--- src/ccpc_pkg.sv ---
// package: register map, field positions and timing constants for the codec clock control block
package ccpc_pkg;

  // register addresses on the control port
  localparam logic [7:0] CCPC_ADDR_CLOCK_SETUP = 8'h00;
  localparam logic [7:0] CCPC_ADDR_DEN_HIGH    = 8'h01;
  localparam logic [7:0] CCPC_ADDR_DEN_LOW     = 8'h02;
  localparam logic [7:0] CCPC_ADDR_NUM_HIGH    = 8'h03;
  localparam logic [7:0] CCPC_ADDR_NUM_LOW     = 8'h04;
  localparam logic [7:0] CCPC_ADDR_MODE_INT    = 8'h05;
  localparam logic [7:0] CCPC_ADDR_LOCK_STATE  = 8'h06;
  localparam logic [7:0] CCPC_ADDR_DSP_RUN     = 8'h09;
  localparam logic [7:0] CCPC_ADDR_OUT_CTRL    = 8'h0a;

  // clock_setup fields
  localparam int CCPC_BIT_CORE_EN   = 0;
  localparam int CCPC_BIT_SRC_SEL   = 3;
  localparam int CCPC_BIT_CDIV      = 1;
  localparam int CCPC_BIT_MDIV      = 2;
  localparam int CCPC_BIT_PLL_EN    = 7;
  // mode/integer register fields
  localparam int CCPC_BIT_FRAC      = 0;
  localparam int CCPC_PREDIV_LSB    = 1;
  localparam int CCPC_PREDIV_MSB    = 2;
  localparam int CCPC_INT_LSB       = 3;
  localparam int CCPC_INT_MSB       = 6;
  // lock register and run register
  localparam int CCPC_BIT_LOCK      = 0;
  localparam int CCPC_BIT_RUN       = 0;
  localparam int CCPC_SINC_A_BIT    = 1;
  localparam int CCPC_SINC_B_BIT    = 2;
  localparam int CCPC_DACSEL_A_BIT  = 3;
  localparam int CCPC_DACSEL_B_BIT  = 4;
  // clock output control fields
  localparam int CCPC_OUT_FAC_LSB   = 0;
  localparam int CCPC_OUT_FAC_MSB   = 2;
  localparam int CCPC_BIT_PDM       = 3;
  localparam int CCPC_BIT_SUPPLY_GOOD_SIGNAL_EN  = 4;

  // clock output factor codes
  localparam logic [2:0] CCPC_FAC_X2    = 3'h0;
  localparam logic [2:0] CCPC_FAC_X1    = 3'h1;
  localparam logic [2:0] CCPC_FAC_HALF  = 3'h2;
  localparam logic [2:0] CCPC_FAC_QUART = 3'h3;
  localparam logic [2:0] CCPC_FAC_EIGHT = 3'h4;

  localparam logic [7:0] CCPC_ZERO_BYTE = 8'h00;

  // timing
  localparam int CCPC_CLK_HZ          = 20000000;
  localparam int CCPC_POR_TIME_MS     = 15;
  localparam int CCPC_POR_CYCLES      = (CCPC_CLK_HZ / 1000) * CCPC_POR_TIME_MS;
  localparam int CCPC_LOCK_CYCLES_DEF = 1024;   // modelled acquisition time, plain default

  // pll lock acquisition states (gray along the path)
  typedef enum logic [1:0] {
    CCPC_PLL_OFF  = 2'b00,
    CCPC_PLL_ACQ  = 2'b01,
    CCPC_PLL_LOCK = 2'b11
  } ccpc_pll_state_t;

  // control port request
  typedef struct packed {
    logic       wr;
    logic       rd;
    logic [7:0] addr;
    logic [7:0] wdata;
  } ccpc_req_t;

  // synthesiser settings seen by the analogue pll
  typedef struct packed {
    logic        enable;
    logic        fractional;
    logic [1:0]  prediv;
    logic [3:0]  integer_r;
    logic [15:0] numerator;
    logic [15:0] denominator;
  } ccpc_synth_t;

  // block state except the input synchronisers
  typedef struct packed {
    logic [7:0]      clock_setup;
    logic [7:0]      den_high;
    logic [7:0]      den_low;
    logic [7:0]      num_high;
    logic [7:0]      num_low;
    logic [7:0]      mode_int;
    logic [7:0]      dsp_run;
    logic [7:0]      out_ctrl;
    ccpc_pll_state_t pll_state;
    logic [23:0]     count;
    logic            in_reset;
    logic [7:0]      rdata;
    logic            rvalid;
    logic            refused;
    logic [3:0]      div_cnt;
    logic            clk_out;
    logic            supply_good_signal_prev;
    logic            dac_mute;
  } ccpc_state_t;

endpackage : ccpc_pkg

--- src/ccpc_clock_control.sv ---
// codec clock generation, pll control, start-up gating and power mute logic
`timescale 1ns/10ps
//
// Overview of operation
// - core clocks gated until core enable set
// - divider bits both one divide by one
// - dividers fixed after setup; source switchable live
// - internal reset held 15 ms after power
// - core enable refused until lock reported, while pll enabled
// - only registers 0 to 6 before lock
// - predivider ratio from mode bits two:one
// - integer mode ignores numerator and denominator
// - clock output scaled master, pdm limits
// - power-down pin shuts everything down
// - supply good change mutes both dacs
module ccpc_clock_control
  import ccpc_pkg::*;
#(
  parameter int POR_CYCLES  = CCPC_POR_CYCLES,
  parameter int LOCK_CYCLES = CCPC_LOCK_CYCLES_DEF
) (
  input  wire logic        clk,
  input  wire logic        srst,
  input  wire logic        power_down_pin_n,   // active low pin, asynchronous source
  input  wire logic        supply_good_signal, // multipurpose pin, asynchronous source
  input  wire ccpc_req_t   req,                // control port request, same clock
  output logic [7:0]       rdata,              // read data, registered
  output logic             rvalid,             // read answer pulse
  output logic             refused,            // access refused pulse
  output ccpc_synth_t      synth,              // settings to the pll
  output logic             clock_source_select,
  output logic             master_clock_divider_sel,
  output logic             core_clock_divider_sel,
  output logic             core_clock_gate,    // master and core clock running
  output logic             internal_reset,     // held after power-up
  output logic             dac_mute,           // both dacs muted
  output logic             clock_output_pin,   // scaled master clock
  output logic             decim_sinc_sel_a,
  output logic             decim_sinc_sel_b,
  output logic             dac_input_sel_a,
  output logic             dac_input_sel_b
);

  ////////////////////////////////////////////////////////////////////////////
  // input synchronisers
  logic [1:0] pd_sync_reg;  // first stage read only by second
  logic [1:0] pg_sync_reg;
  logic       pd_active;    // power down requested
  logic       supply_good_signal_s;

  // two flops per pin before any logic sees it
  always_ff @(posedge clk) begin
    if (srst) begin
      // power-down pin idles high: a low reset value would fake a power-down
      // and leave the sticky dac mute set straight after every reset
      pd_sync_reg <= 2'b11;
      pg_sync_reg <= 2'b00;
    end else begin
      pd_sync_reg <= {pd_sync_reg[0], power_down_pin_n};
      pg_sync_reg <= {pg_sync_reg[0], supply_good_signal};
    end
  end
  assign pd_active = ~pd_sync_reg[1];
  assign supply_good_signal_s   = pg_sync_reg[1];

  ////////////////////////////////////////////////////////////////////////////
  // state
  ccpc_state_t state_reg;
  ccpc_state_t state_next;
  logic        locked;       // pll reached lock
  logic        open_access;  // whole map reachable
  logic        in_low_map;   // address within 0..6
  logic [3:0]  half_period;  // clock output half period in fast clocks
  logic        out_allowed;  // factor usable in current mode

  assign locked      = (state_reg.pll_state == CCPC_PLL_LOCK);
  assign open_access = state_reg.clock_setup[CCPC_BIT_CORE_EN] & locked;
  assign in_low_map  = (req.addr <= CCPC_ADDR_LOCK_STATE);

  // master-clock scaling, modelled as a divider of the fast clock
  always_comb begin
    half_period = 4'h1;
    out_allowed = 1'b1;
    case (state_reg.out_ctrl[CCPC_OUT_FAC_MSB:CCPC_OUT_FAC_LSB])
      CCPC_FAC_X2: begin
        half_period = 4'h1;
        // doubling only valid after the input divide by two
        out_allowed = ~state_reg.clock_setup[CCPC_BIT_MDIV] &
                      ~state_reg.out_ctrl[CCPC_BIT_PDM];
      end
      CCPC_FAC_X1: begin
        half_period = 4'h2;
        out_allowed = ~state_reg.out_ctrl[CCPC_BIT_PDM];
      end
      CCPC_FAC_HALF:  half_period = 4'h3;
      CCPC_FAC_QUART: half_period = 4'h5;
      CCPC_FAC_EIGHT: half_period = 4'h9;
      default:        out_allowed = 1'b0;
    endcase
  end

  // next-state logic: registers, lock tracking, reset timer, mute
  always_comb begin
    state_next         = state_reg;
    state_next.rvalid  = 1'b0;
    state_next.refused = 1'b0;

    // internal reset timer after power-up
    if (state_reg.in_reset) begin
      if (state_reg.count >= 24'(POR_CYCLES - 1)) begin
        state_next.in_reset = 1'b0;
        state_next.count    = 24'h000000;
      end else begin
        state_next.count = state_reg.count + 24'h000001;
      end
    end else begin
      // pll lock model
      case (state_reg.pll_state)
        CCPC_PLL_OFF: begin
          state_next.count = 24'h000000;
          if (state_reg.clock_setup[CCPC_BIT_PLL_EN]) begin
            state_next.pll_state = CCPC_PLL_ACQ;
          end
        end
        CCPC_PLL_ACQ: begin
          if (!state_reg.clock_setup[CCPC_BIT_PLL_EN]) begin
            state_next.pll_state = CCPC_PLL_OFF;
          end else if (state_reg.count >= 24'(LOCK_CYCLES - 1)) begin
            state_next.pll_state = CCPC_PLL_LOCK;
          end else begin
            state_next.count = state_reg.count + 24'h000001;
          end
        end
        CCPC_PLL_LOCK: begin
          if (!state_reg.clock_setup[CCPC_BIT_PLL_EN]) begin
            state_next.pll_state = CCPC_PLL_OFF;
          end
        end
        default: state_next.pll_state = CCPC_PLL_OFF;
      endcase

      // control port writes
      if (req.wr) begin
        if (!in_low_map && !open_access) begin
          state_next.refused = 1'b1;
        end else if (req.addr == CCPC_ADDR_CLOCK_SETUP) begin
          state_next.clock_setup = req.wdata;
          // dividers frozen once the core runs; source may still change
          if (state_reg.clock_setup[CCPC_BIT_CORE_EN]) begin
            state_next.clock_setup[CCPC_BIT_MDIV] = state_reg.clock_setup[CCPC_BIT_MDIV];
            state_next.clock_setup[CCPC_BIT_CDIV] = state_reg.clock_setup[CCPC_BIT_CDIV];
          end
          // core enable refused while pll used but unlocked
          if (req.wdata[CCPC_BIT_PLL_EN] && !locked) begin
            state_next.clock_setup[CCPC_BIT_CORE_EN] = 1'b0;
          end
        end else if (req.addr == CCPC_ADDR_DEN_HIGH) begin
          state_next.den_high = req.wdata;
        end else if (req.addr == CCPC_ADDR_DEN_LOW) begin
          state_next.den_low = req.wdata;
        end else if (req.addr == CCPC_ADDR_NUM_HIGH) begin
          state_next.num_high = req.wdata;
        end else if (req.addr == CCPC_ADDR_NUM_LOW) begin
          state_next.num_low = req.wdata;
        end else if (req.addr == CCPC_ADDR_MODE_INT) begin
          state_next.mode_int = req.wdata;
        end else if (req.addr == CCPC_ADDR_DSP_RUN) begin
          state_next.dsp_run = req.wdata;
        end else if (req.addr == CCPC_ADDR_OUT_CTRL) begin
          state_next.out_ctrl = req.wdata;
        end
      end

      // control port reads
      if (req.rd) begin
        state_next.rvalid = 1'b1;
        state_next.rdata  = CCPC_ZERO_BYTE;
        if (!in_low_map && !open_access) begin
          state_next.refused = 1'b1;
        end else if (req.addr == CCPC_ADDR_CLOCK_SETUP) begin
          state_next.rdata = state_reg.clock_setup;
        end else if (req.addr == CCPC_ADDR_DEN_HIGH) begin
          state_next.rdata = state_reg.den_high;
        end else if (req.addr == CCPC_ADDR_DEN_LOW) begin
          state_next.rdata = state_reg.den_low;
        end else if (req.addr == CCPC_ADDR_NUM_HIGH) begin
          state_next.rdata = state_reg.num_high;
        end else if (req.addr == CCPC_ADDR_NUM_LOW) begin
          state_next.rdata = state_reg.num_low;
        end else if (req.addr == CCPC_ADDR_MODE_INT) begin
          state_next.rdata = state_reg.mode_int;
        end else if (req.addr == CCPC_ADDR_LOCK_STATE) begin
          state_next.rdata[CCPC_BIT_LOCK] = locked;
        end else if (req.addr == CCPC_ADDR_DSP_RUN) begin
          state_next.rdata = state_reg.dsp_run;
        end else if (req.addr == CCPC_ADDR_OUT_CTRL) begin
          state_next.rdata = state_reg.out_ctrl;
        end
      end
    end

    // clock output divider, runs only with the core clock
    if (state_reg.clock_setup[CCPC_BIT_CORE_EN] && out_allowed && !state_reg.in_reset) begin
      if (state_reg.div_cnt >= half_period - 4'h1) begin
        state_next.div_cnt = 4'h0;
        state_next.clk_out = ~state_reg.clk_out;
      end else begin
        state_next.div_cnt = state_reg.div_cnt + 4'h1;
      end
    end else begin
      state_next.div_cnt = 4'h0;
      state_next.clk_out = 1'b0;
    end

    // supply-good change mutes both dacs when the pin is so configured
    state_next.supply_good_signal_prev = supply_good_signal_s;
    if (state_reg.out_ctrl[CCPC_BIT_SUPPLY_GOOD_SIGNAL_EN] && (supply_good_signal_s != state_reg.supply_good_signal_prev)) begin
      state_next.dac_mute = 1'b1;
    end

    // power-down pin returns everything to the reset state, except that it sets the dac mute and loads the current supply-good level
    if (pd_active) begin
      state_next            = '0;
      state_next.in_reset   = 1'b1;
      state_next.supply_good_signal_prev = supply_good_signal_s;
      state_next.dac_mute   = 1'b1;
    end
  end

  // state register; reset enters the power-up internal reset
  always_ff @(posedge clk) begin
    if (srst) begin
      state_reg          <= '0;
      state_reg.in_reset <= 1'b1;
    end else begin
      state_reg <= state_next;
    end
  end

  ////////////////////////////////////////////////////////////////////////////
  // outputs
  assign rdata   = state_reg.rdata;
  assign rvalid  = state_reg.rvalid;
  assign refused = state_reg.refused;

  assign synth.enable      = state_reg.clock_setup[CCPC_BIT_PLL_EN];
  assign synth.fractional  = state_reg.mode_int[CCPC_BIT_FRAC];
  assign synth.prediv      = state_reg.mode_int[CCPC_PREDIV_MSB:CCPC_PREDIV_LSB];
  assign synth.integer_r   = state_reg.mode_int[CCPC_INT_MSB:CCPC_INT_LSB];
  // integer mode forces the fraction terms to zero
  assign synth.numerator   = state_reg.mode_int[CCPC_BIT_FRAC] ?
                             {state_reg.num_high, state_reg.num_low} : 16'h0000;
  assign synth.denominator = state_reg.mode_int[CCPC_BIT_FRAC] ?
                             {state_reg.den_high, state_reg.den_low} : 16'h0000;

  assign clock_source_select      = state_reg.clock_setup[CCPC_BIT_SRC_SEL];
  assign master_clock_divider_sel = state_reg.clock_setup[CCPC_BIT_MDIV];
  assign core_clock_divider_sel   = state_reg.clock_setup[CCPC_BIT_CDIV];
  // gate held off until software enables the core
  assign core_clock_gate  = state_reg.clock_setup[CCPC_BIT_CORE_EN] & ~state_reg.in_reset;
  assign internal_reset   = state_reg.in_reset;
  assign dac_mute         = state_reg.dac_mute;
  assign clock_output_pin = state_reg.clk_out;
  assign decim_sinc_sel_a = state_reg.dsp_run[CCPC_SINC_A_BIT];
  assign decim_sinc_sel_b = state_reg.dsp_run[CCPC_SINC_B_BIT];
  assign dac_input_sel_a  = state_reg.dsp_run[CCPC_DACSEL_A_BIT];
  assign dac_input_sel_b  = state_reg.dsp_run[CCPC_DACSEL_B_BIT];

endmodule // ccpc_clock_control

--- config.mk ---
export PLATFORM = sky130hd
export DESIGN_NAME = ccpc_clock_control
export DESIGN_NICKNAME = d
export VERILOG_FILES = /design/src/ccpc_pkg.sv /design/src/ccpc_clock_control.sv
export SDC_FILE = /design/constraint.sdc
export NUM_CORES = 1
export LEC_CHECK = 0
export BUFFER_PORTS_ARGS = -buffer_cell sky130_fd_sc_hd__buf_2
export CAP_MARGIN = 30
export CORE_MARGIN = 10
export CORE_UTILIZATION = 57
export DETAILED_ROUTE_END_ITERATION = 10
export MAX_ROUTING_LAYER = met4
export PLACE_DENSITY_LB_ADDON = 0.25
export SETUP_SLACK_MARGIN = 0.02
export SYNTH_ARGS = -nofsm -noshare
export SYNTH_HDL_FRONTEND = slang
export SYNTH_SLANG_ARGS = --single-unit
--- constraint.sdc ---
create_clock -name clk -period 2.5 [get_ports clk]
set_input_delay 0.25 -clock clk [delete_from_list [all_inputs] [get_ports clk]]
set_output_delay 0.25 -clock clk [all_outputs]
set_load 0.05 [all_outputs]
==> results of run 1 <==
## per-layer routing
metal  vias up  part of all wire (%)  GRT usage (%)  wire, microns
met1      2305                    44           25.8           6460
met4         0                   3.1           9.85            458
met5         -                     0              -              0
met3        29                   6.0           3.26            886
li1       2386                     -              -              -
met2       154                    47           34.6           6990
## cells in the final DEF, fill, tap and decap left out, types with 7 or more instances in the layout
cell type	count
and2_1	37
nand2_1	72
dfxtp_1	112
xnor2_1	12
clkbuf_8	10
buf_4	25
o22a_1	7
nor2_1	89
a22o_1	7
inv_1	10
xor2_1	12
a21oi_1	38
ha_1	7
o21ai_0	10
nor2b_1	10
mux2i_1	47
buf_2	82
nand3_1	14
nand4_1	10
a22oi_1	7
nor3_1	11
## worst max-delay path, stage by stage (launching register included)
cell     delay, ps
dfxtp_1        350
or4_4          560
o31a_1         320
or3_1          530
nor4_2         290
xnor2_1        170
nor2_2          40
## final cells by class
| class | instances | area, sq um |
|---|---|---|
| Clock buffer | 12 | 145 |
| Sequential cell | 112 | 2240 |
| Timing Repair Buffer | 107 | 598 |
| Multi-Input combinational cell | 482 | 3000 |
| Tap cell | 133 | 166 |
| Clock inverter | 3 | 18.8 |
| Fill cell | 871 | 3430 |
| Inverter | 10 | 37.5 |
## per-stage QoR
| step | std cells | hold slack [ps] |
|---|---|---|
| after floorplan | 665 | 319 |
| after global placement | 844 | 393 |
| after detailed placement | 844 | 394 |
| after CTS | 859 | 43.0 |
| after global routing | 859 | 60.1 |
| final | 859 | 46.8 |
## how the worst max path moves through the flow
stage | startpoint | to | slack, ps | depth (start not counted)
3_3_place_gp | req[15] | rdata[3] | 170 | 7
3_5_place_dp | state_reg[37] | state_reg[27] | 160 | 6
6_report | state_reg[37] | state_reg[31] | 140 | 6
4_1_cts | state_reg[45] | state_reg[5] | 120 | 8
5_1_grt | state_reg[45] | state_reg[4] | 20 | 8
2_1_floorplan | internal_reset | state_reg[27] | 200 | 8
## synth_stat cells, types with 4 or more instances
library cell    n  share of area [%]
xor2_1         12                1.9
a21oi_1        38                3.4
dfxtp_1       112                 40
o22a_1          7                1.1
xnor2_1        12                1.9
a211o_1         6               0.94
and2_1         37                4.2
nor2_1         89                6.0
mux2i_1        47                8.4
ha_1            7                1.6
nor2b_1        10                1.1
a22oi_1         7               0.94
nor3_1         11               0.99
inv_1          10               0.67
nor2_2          4               0.45
nand4_1        10                1.1
and3_1          6               0.67
o21ai_1         5               0.45
clkbuf_1       42                2.8
a221oi_1        6               0.94
nand2b_1        5               0.56
nand3_1        14                1.3
nor4_1          6               0.67
nand2_1        72                4.9
a22o_1          7                1.1
buf_4          16                2.2
a31oi_1         5               0.56
o21ai_0        10               0.90
## report_power, final
group	total (mW)	switching, mW	internal [mW]
Combinational	0.187	0.129	0.0574
Clock	0.976	0.592	0.385
Sequential	1.80	0.00560	1.79
Total	2.96	0.727	2.23
## cells by family after synthesis
group,Yosys count
fa+ha+maj,7
flops,112
mux,47
xor+xnor,24
simple gates,290
compound gates,114
buf+inv,71
==> results.ini, run 1 <==
[run_status]
status=finished clean

[finish]
largest_reg_flops=80
design_area_sq_um=6210
final_core_util_pct=64.4
drive_above_1_share_pct=19.1
syn_to_final_growth_pct=11.5
fin_nets=751
diodes=0

[place]
place_congestion=0.973
portBuffers=82
dpl.hpwl_mm=10.9
post_dp_cell_area_sq_um=6040
dp_slack_ps=159

[floorplanning]
die_x_microns=119
die_y_microns=119
io_pins=83
core_area_sq_um=9640
dieArea_sq_um=14100
rows=36
start_util_pct=57.8

[critical_path]
r2r_end=state_reg[31]
cp-start-kind=flip-flop
path_max_fanout=7
reg2reg_from=state_reg[37]
endpoint_kind=flip-flop
worstRegToRegCells=6
r2r_slack_ps=140
cp.required_ps=2790
cp.arrival_ps=2650
crit_type=flip-flop to flip-flop

[detailed_routing]
drt_iter0_drc=397
vias=4874
ant_nets=0
wl_per_cell_microns=17.2
drc_errors=0
firstDrtPassIters=5
vias_per_cell=5.67
wl_mm=14.8

[clock_tree]
hold_buffers=0
post_cts_resize_count=0
clock_path_buffers=2
root_buffer=clkbuf_8
numCtsBuffers=9
h-tree-depth=3
clock_sinks=112
clk_latency_ps=390
post_cts_buffers=0
path_clk_slew_ps=100
tritoncts=done

[timing]
finClkSkew_ps=12.7
clock.fmax_ghz=0.424
drv_slew=0
setup_violations=0
rsz0062_at_grt=false
finalHoldViolCount=0
tns_ps=0
fin_crit_ps=2360
worst_pin_slew_ps=841
maxSlewHeadroom_pct=43.8
fin_ws_ps=139
post-route-period-util_pct=94.5

[pwr]
power.density_nw_per_um2=477
ir_drop_uv=281
power.total_mw=2.96
leakage_nw=2.81

[logic_synthesis]
synthFlopType=dfxtp_1
yosysSeqAreaShare_pct=40.3
synthXorXnorAreaFrac_pct=3.77
netlist_area_sq_um=5570
async_flop_share_pct=0
syn_nets=694
ys_warn_count=0
yosys.area_share.simple_pct=26.1
synth_cells=665
synth-edff-count=0
synthMuxAreaShare_pct=8.45
yosys_register_bits=112
synth_fa_ha_area_share_pct=1.57
syn_area_per_cell_sq_um=8.38
synth_cell_type_count=62
synth_top_family_by_area=simple AND/OR/NAND/NOR gates
synth-compound-area-share_pct=13.9

[worst_hold_path]
hold_end=pd_sync_reg[0]
hold_depth=2
hold_class=input pin to flip-flop
holdCritStartpoint=power_down_pin_n

[global_route]
grt_pass1_vias=4737
grt_pass1_wl_mm=24.3
overflow=0
grt_max_degree=48
grt_use_total_pct=21.4
grt_antenna_before_repair=0

[job]
maxCapViolations=0

(Power assumes the default switching activity.)
==> run 2: changes to the inputs <==
Settings changed: CORE_UTILIZATION 57 to 52, SKIP_LAST_GASP from default to 1.
Clock period 2.5 ns to 2 ns, I/O delays scaled along.
==> run 2 against run 1 <==
  * The flow now finishes with violations (setup timing)
  * Combinational power increased by 36%
  * Via count increased by 6.5%
  * Power increased by 34%
  * Critical path depth increased by 2
  * Die area increased by 8.0%
  * Register-to-register slack got worse by 350 ps
  * Worst hold slack got worse by 26 ps
  * Cell count increased by 7.0%
  * Critical endpoint is now state_reg[26]
  * Highest routed layer unchanged
  * First-iteration DRC count increased by 33%
  * Clock power increased by 50%
==> results.ini, run 2 (synthesis results as in run 1) <==
[run_status]
status=complete, but fails checks  ; was finished clean
violations=setup timing

[detailed_routing]
drc_errors=0  ; unchanged
firstDrtPassIters=5  ; unchanged
vias_per_cell=5.65  ; was 5.67
ant_nets=0  ; unchanged
vias=5190  ; was 4,874
wl_mm=16.3  ; was 14.8 mm
drt_iter0_drc=527  ; was 397
wl_per_cell_microns=17.7  ; was 17.2 microns

[place]
place_congestion=0.993  ; was 0.973
dpl.hpwl_mm=11.9  ; was 10.9 mm
portBuffers=82  ; unchanged
dp_slack_ps=-212  ; was 159 ps

[critical_path]
cpPeakStageDelay_ps=570  ; was 560 ps
cp-start-kind=flip-flop  ; unchanged
cp.required_ps=2280  ; was 2790 ps
reg2reg_from=state_reg[35]  ; was state_reg[37]
path_cells=or4b_1 > o31a_1 > or3_1 > buf_6 > buf_4 > nor3_4 > xnor2_1 > nor2_1  ; was or4_4 > o31a_1 > or3_1 > nor4_2 > xnor2_1 > nor2_2
path_max_fanout=7  ; unchanged
worst_path_max_delay_cell=or4b_1  ; was or4_4
r2r_slack_ps=-210  ; was 140 ps
crit_type=flip-flop to flip-flop  ; unchanged
crit_family=simple AND/OR/NAND/NOR gates  ; unchanged
endpoint_kind=flip-flop  ; unchanged
cp.arrival_ps=2490  ; was 2650 ps
r2r_end=state_reg[26]  ; was state_reg[31]
timing.critical_path.buf_inv=2  ; was 0
worstRegToRegCells=8  ; was 6

[pwr]
p_clk_share_pct=36.8  ; was 33.0%
power_frac_comb_pct=6.4  ; was 6.3%
leakage_nw=3.15  ; was 2.81 nW
p_sw_mw=0.981  ; was 0.727 mW
intPower_mw=2.98  ; was 2.23 mW
swShare_pct=24.8  ; was 24.6%
seqPwrFrac_pct=56.7  ; was 60.7%
power.density_nw_per_um2=579  ; was 477 nW/um^2
ir_drop_uv=428  ; was 281 uV

[job]
maxCapViolations=0  ; unchanged

[global_route]
grt_use_total_pct=21.7  ; was 21.4%
grt_pass1_vias=4961  ; was 4,737
grt_pass1_wl_mm=25.9  ; was 24.3 mm
overflow=0  ; unchanged
grt_max_degree=51  ; was 48
grt_antenna_before_repair=1  ; was 0

[timing]
maxSlewHeadroom_pct=48.1  ; was 43.8%
post-route-period-util_pct=110  ; was 94.5%
finClkSkew_ps=11.2  ; was 12.7 ps
tns_ps=-2220  ; was 0 ps
clock.fmax_ghz=0.453  ; was 0.424 GHz
worst_pin_slew_ps=778  ; was 841 ps
drv_slew=0  ; unchanged
fin_crit_ps=2210  ; was 2360 ps
rsz0062_at_grt=true  ; was false
fin_ws_ps=-210  ; was 139 ps
fin_hold_ws_ps=21.0  ; was 46.8 ps
setup_violations=23  ; was 0
finalHoldViolCount=0  ; unchanged

[floorplanning]
die_x_microns=124  ; was 119 microns
io_pins=83  ; unchanged
dieArea_sq_um=15300  ; was 14,100 sq um
rows=37  ; was 36
core_area_sq_um=10400  ; was 9640 sq um
start_util_pct=53.7  ; was 57.8%
die_y_microns=124  ; was 119 microns

[finish]
drive_above_1_share_pct=28.4  ; was 19.1%
fill_cells=871  ; unchanged
syn_to_final_growth_pct=22.7  ; was 11.5%
mostFrequentLayoutCells=dfxtp_1, nor2_1, buf_2  ; unchanged
final_common_cell=dfxtp_1  ; unchanged
largest_reg_flops=80  ; unchanged
fin_nets=806  ; was 751

[worst_hold_path]
hold_depth=2  ; unchanged
hold_end=pg_sync_reg[0]  ; was pd_sync_reg[0]
hold_class=input pin to flip-flop  ; unchanged
holdCritStartpoint=supply_good_signal  ; was power_down_pin_n

[clock_tree]
h-tree-depth=3  ; unchanged
path_clk_slew_ps=100  ; about the same
clock_sinks=112  ; unchanged
root_buffer=clkbuf_8  ; unchanged
numCtsBuffers=9  ; unchanged
clk_latency_ps=390  ; about the same
clock_path_buffers=2  ; unchanged
tritoncts=done  ; unchanged

run 2: cell type report:
cell class | count | area (sq um) | share of cell area (%)
well taps | 136 | 170 | 2.49
flip-flops and latches | 112 | 2250 | 32.9
diodes | 1 | 2.50 | 0.0366
clock buffers | 11 | 151 | 2.21
clock inverters | 5 | 62.6 | 0.915
repair buffers | 162 | 1020 | 15.0
multi-input cells | 482 | 3140 | 45.9
inverters | 10 | 37.5 | 0.549
run 2: worst max-delay path by stage:
| stage | start | end | depth (start not counted) |
|---|---|---|---|
| 5_1_grt | state_reg[35] | state_reg[27] | 7 |
| 3_3_place_gp | state_reg[35] | state_reg[27] | 7 |
| 3_5_place_dp | state_reg[35] | state_reg[27] | 7 |
| 4_1_cts | state_reg[37] | state_reg[27] | 7 |
| 6_report | state_reg[35] | state_reg[26] | 8 |
| 2_1_floorplan | state_reg[35] | state_reg[27] | 7 |
run 2: power groups by stage:
| stage | Clock, mW | Sequential [mW] | Combinational (mW) |
|---|---|---|---|
| final | 1.46 | 2.25 | 0.255 |
| after global routing | 1.57 | 2.25 | 0.273 |
| after global placement | 0 | 2.30 | 0.238 |
| after floorplan | 0 | 2.30 | 0.144 |
| after detailed placement | 0 | 2.30 | 0.240 |
| after CTS | 1.47 | 2.25 | 0.242 |
run 2: metrics by stage:
| stage | area, sq um | utilization, % | total power [mW] | std cells |
|---|---|---|---|---|
| after floorplan | 5640 | - | 2.44 | 665 |
| after global placement | 6410 | 61.9 | 2.53 | 889 |
| after detailed placement | 6410 | 61.9 | 2.54 | 889 |
| after CTS | 6670 | 64.4 | 3.95 | 908 |
| after global routing | 6840 | 65.9 | 4.09 | 919 |
| final | 6840 | 65.9 | 3.96 | 919 |
run 2: timing repair:
action | in CTS | in global routing
resized for setup | 6 | 22
setup endpoints to repair | 21 | 49
hold buffers | 1 | 0
pin swaps | 8 | 11
endpoints found under the hold margin | 1 | 0
cloned | 0 | 1
buffers inserted | 2 | 9
run 2: metal layers:
metal / track usage (%) / up-vias / routed length, microns
li1: - / 2512 / -
met1: 28.8 / 2467 / 7380
met2: 33.1 / 185 / 7540
met3: 3.14 / 26 / 1060
met4: 7.35 / 0 / 329
met5: - / - / 0
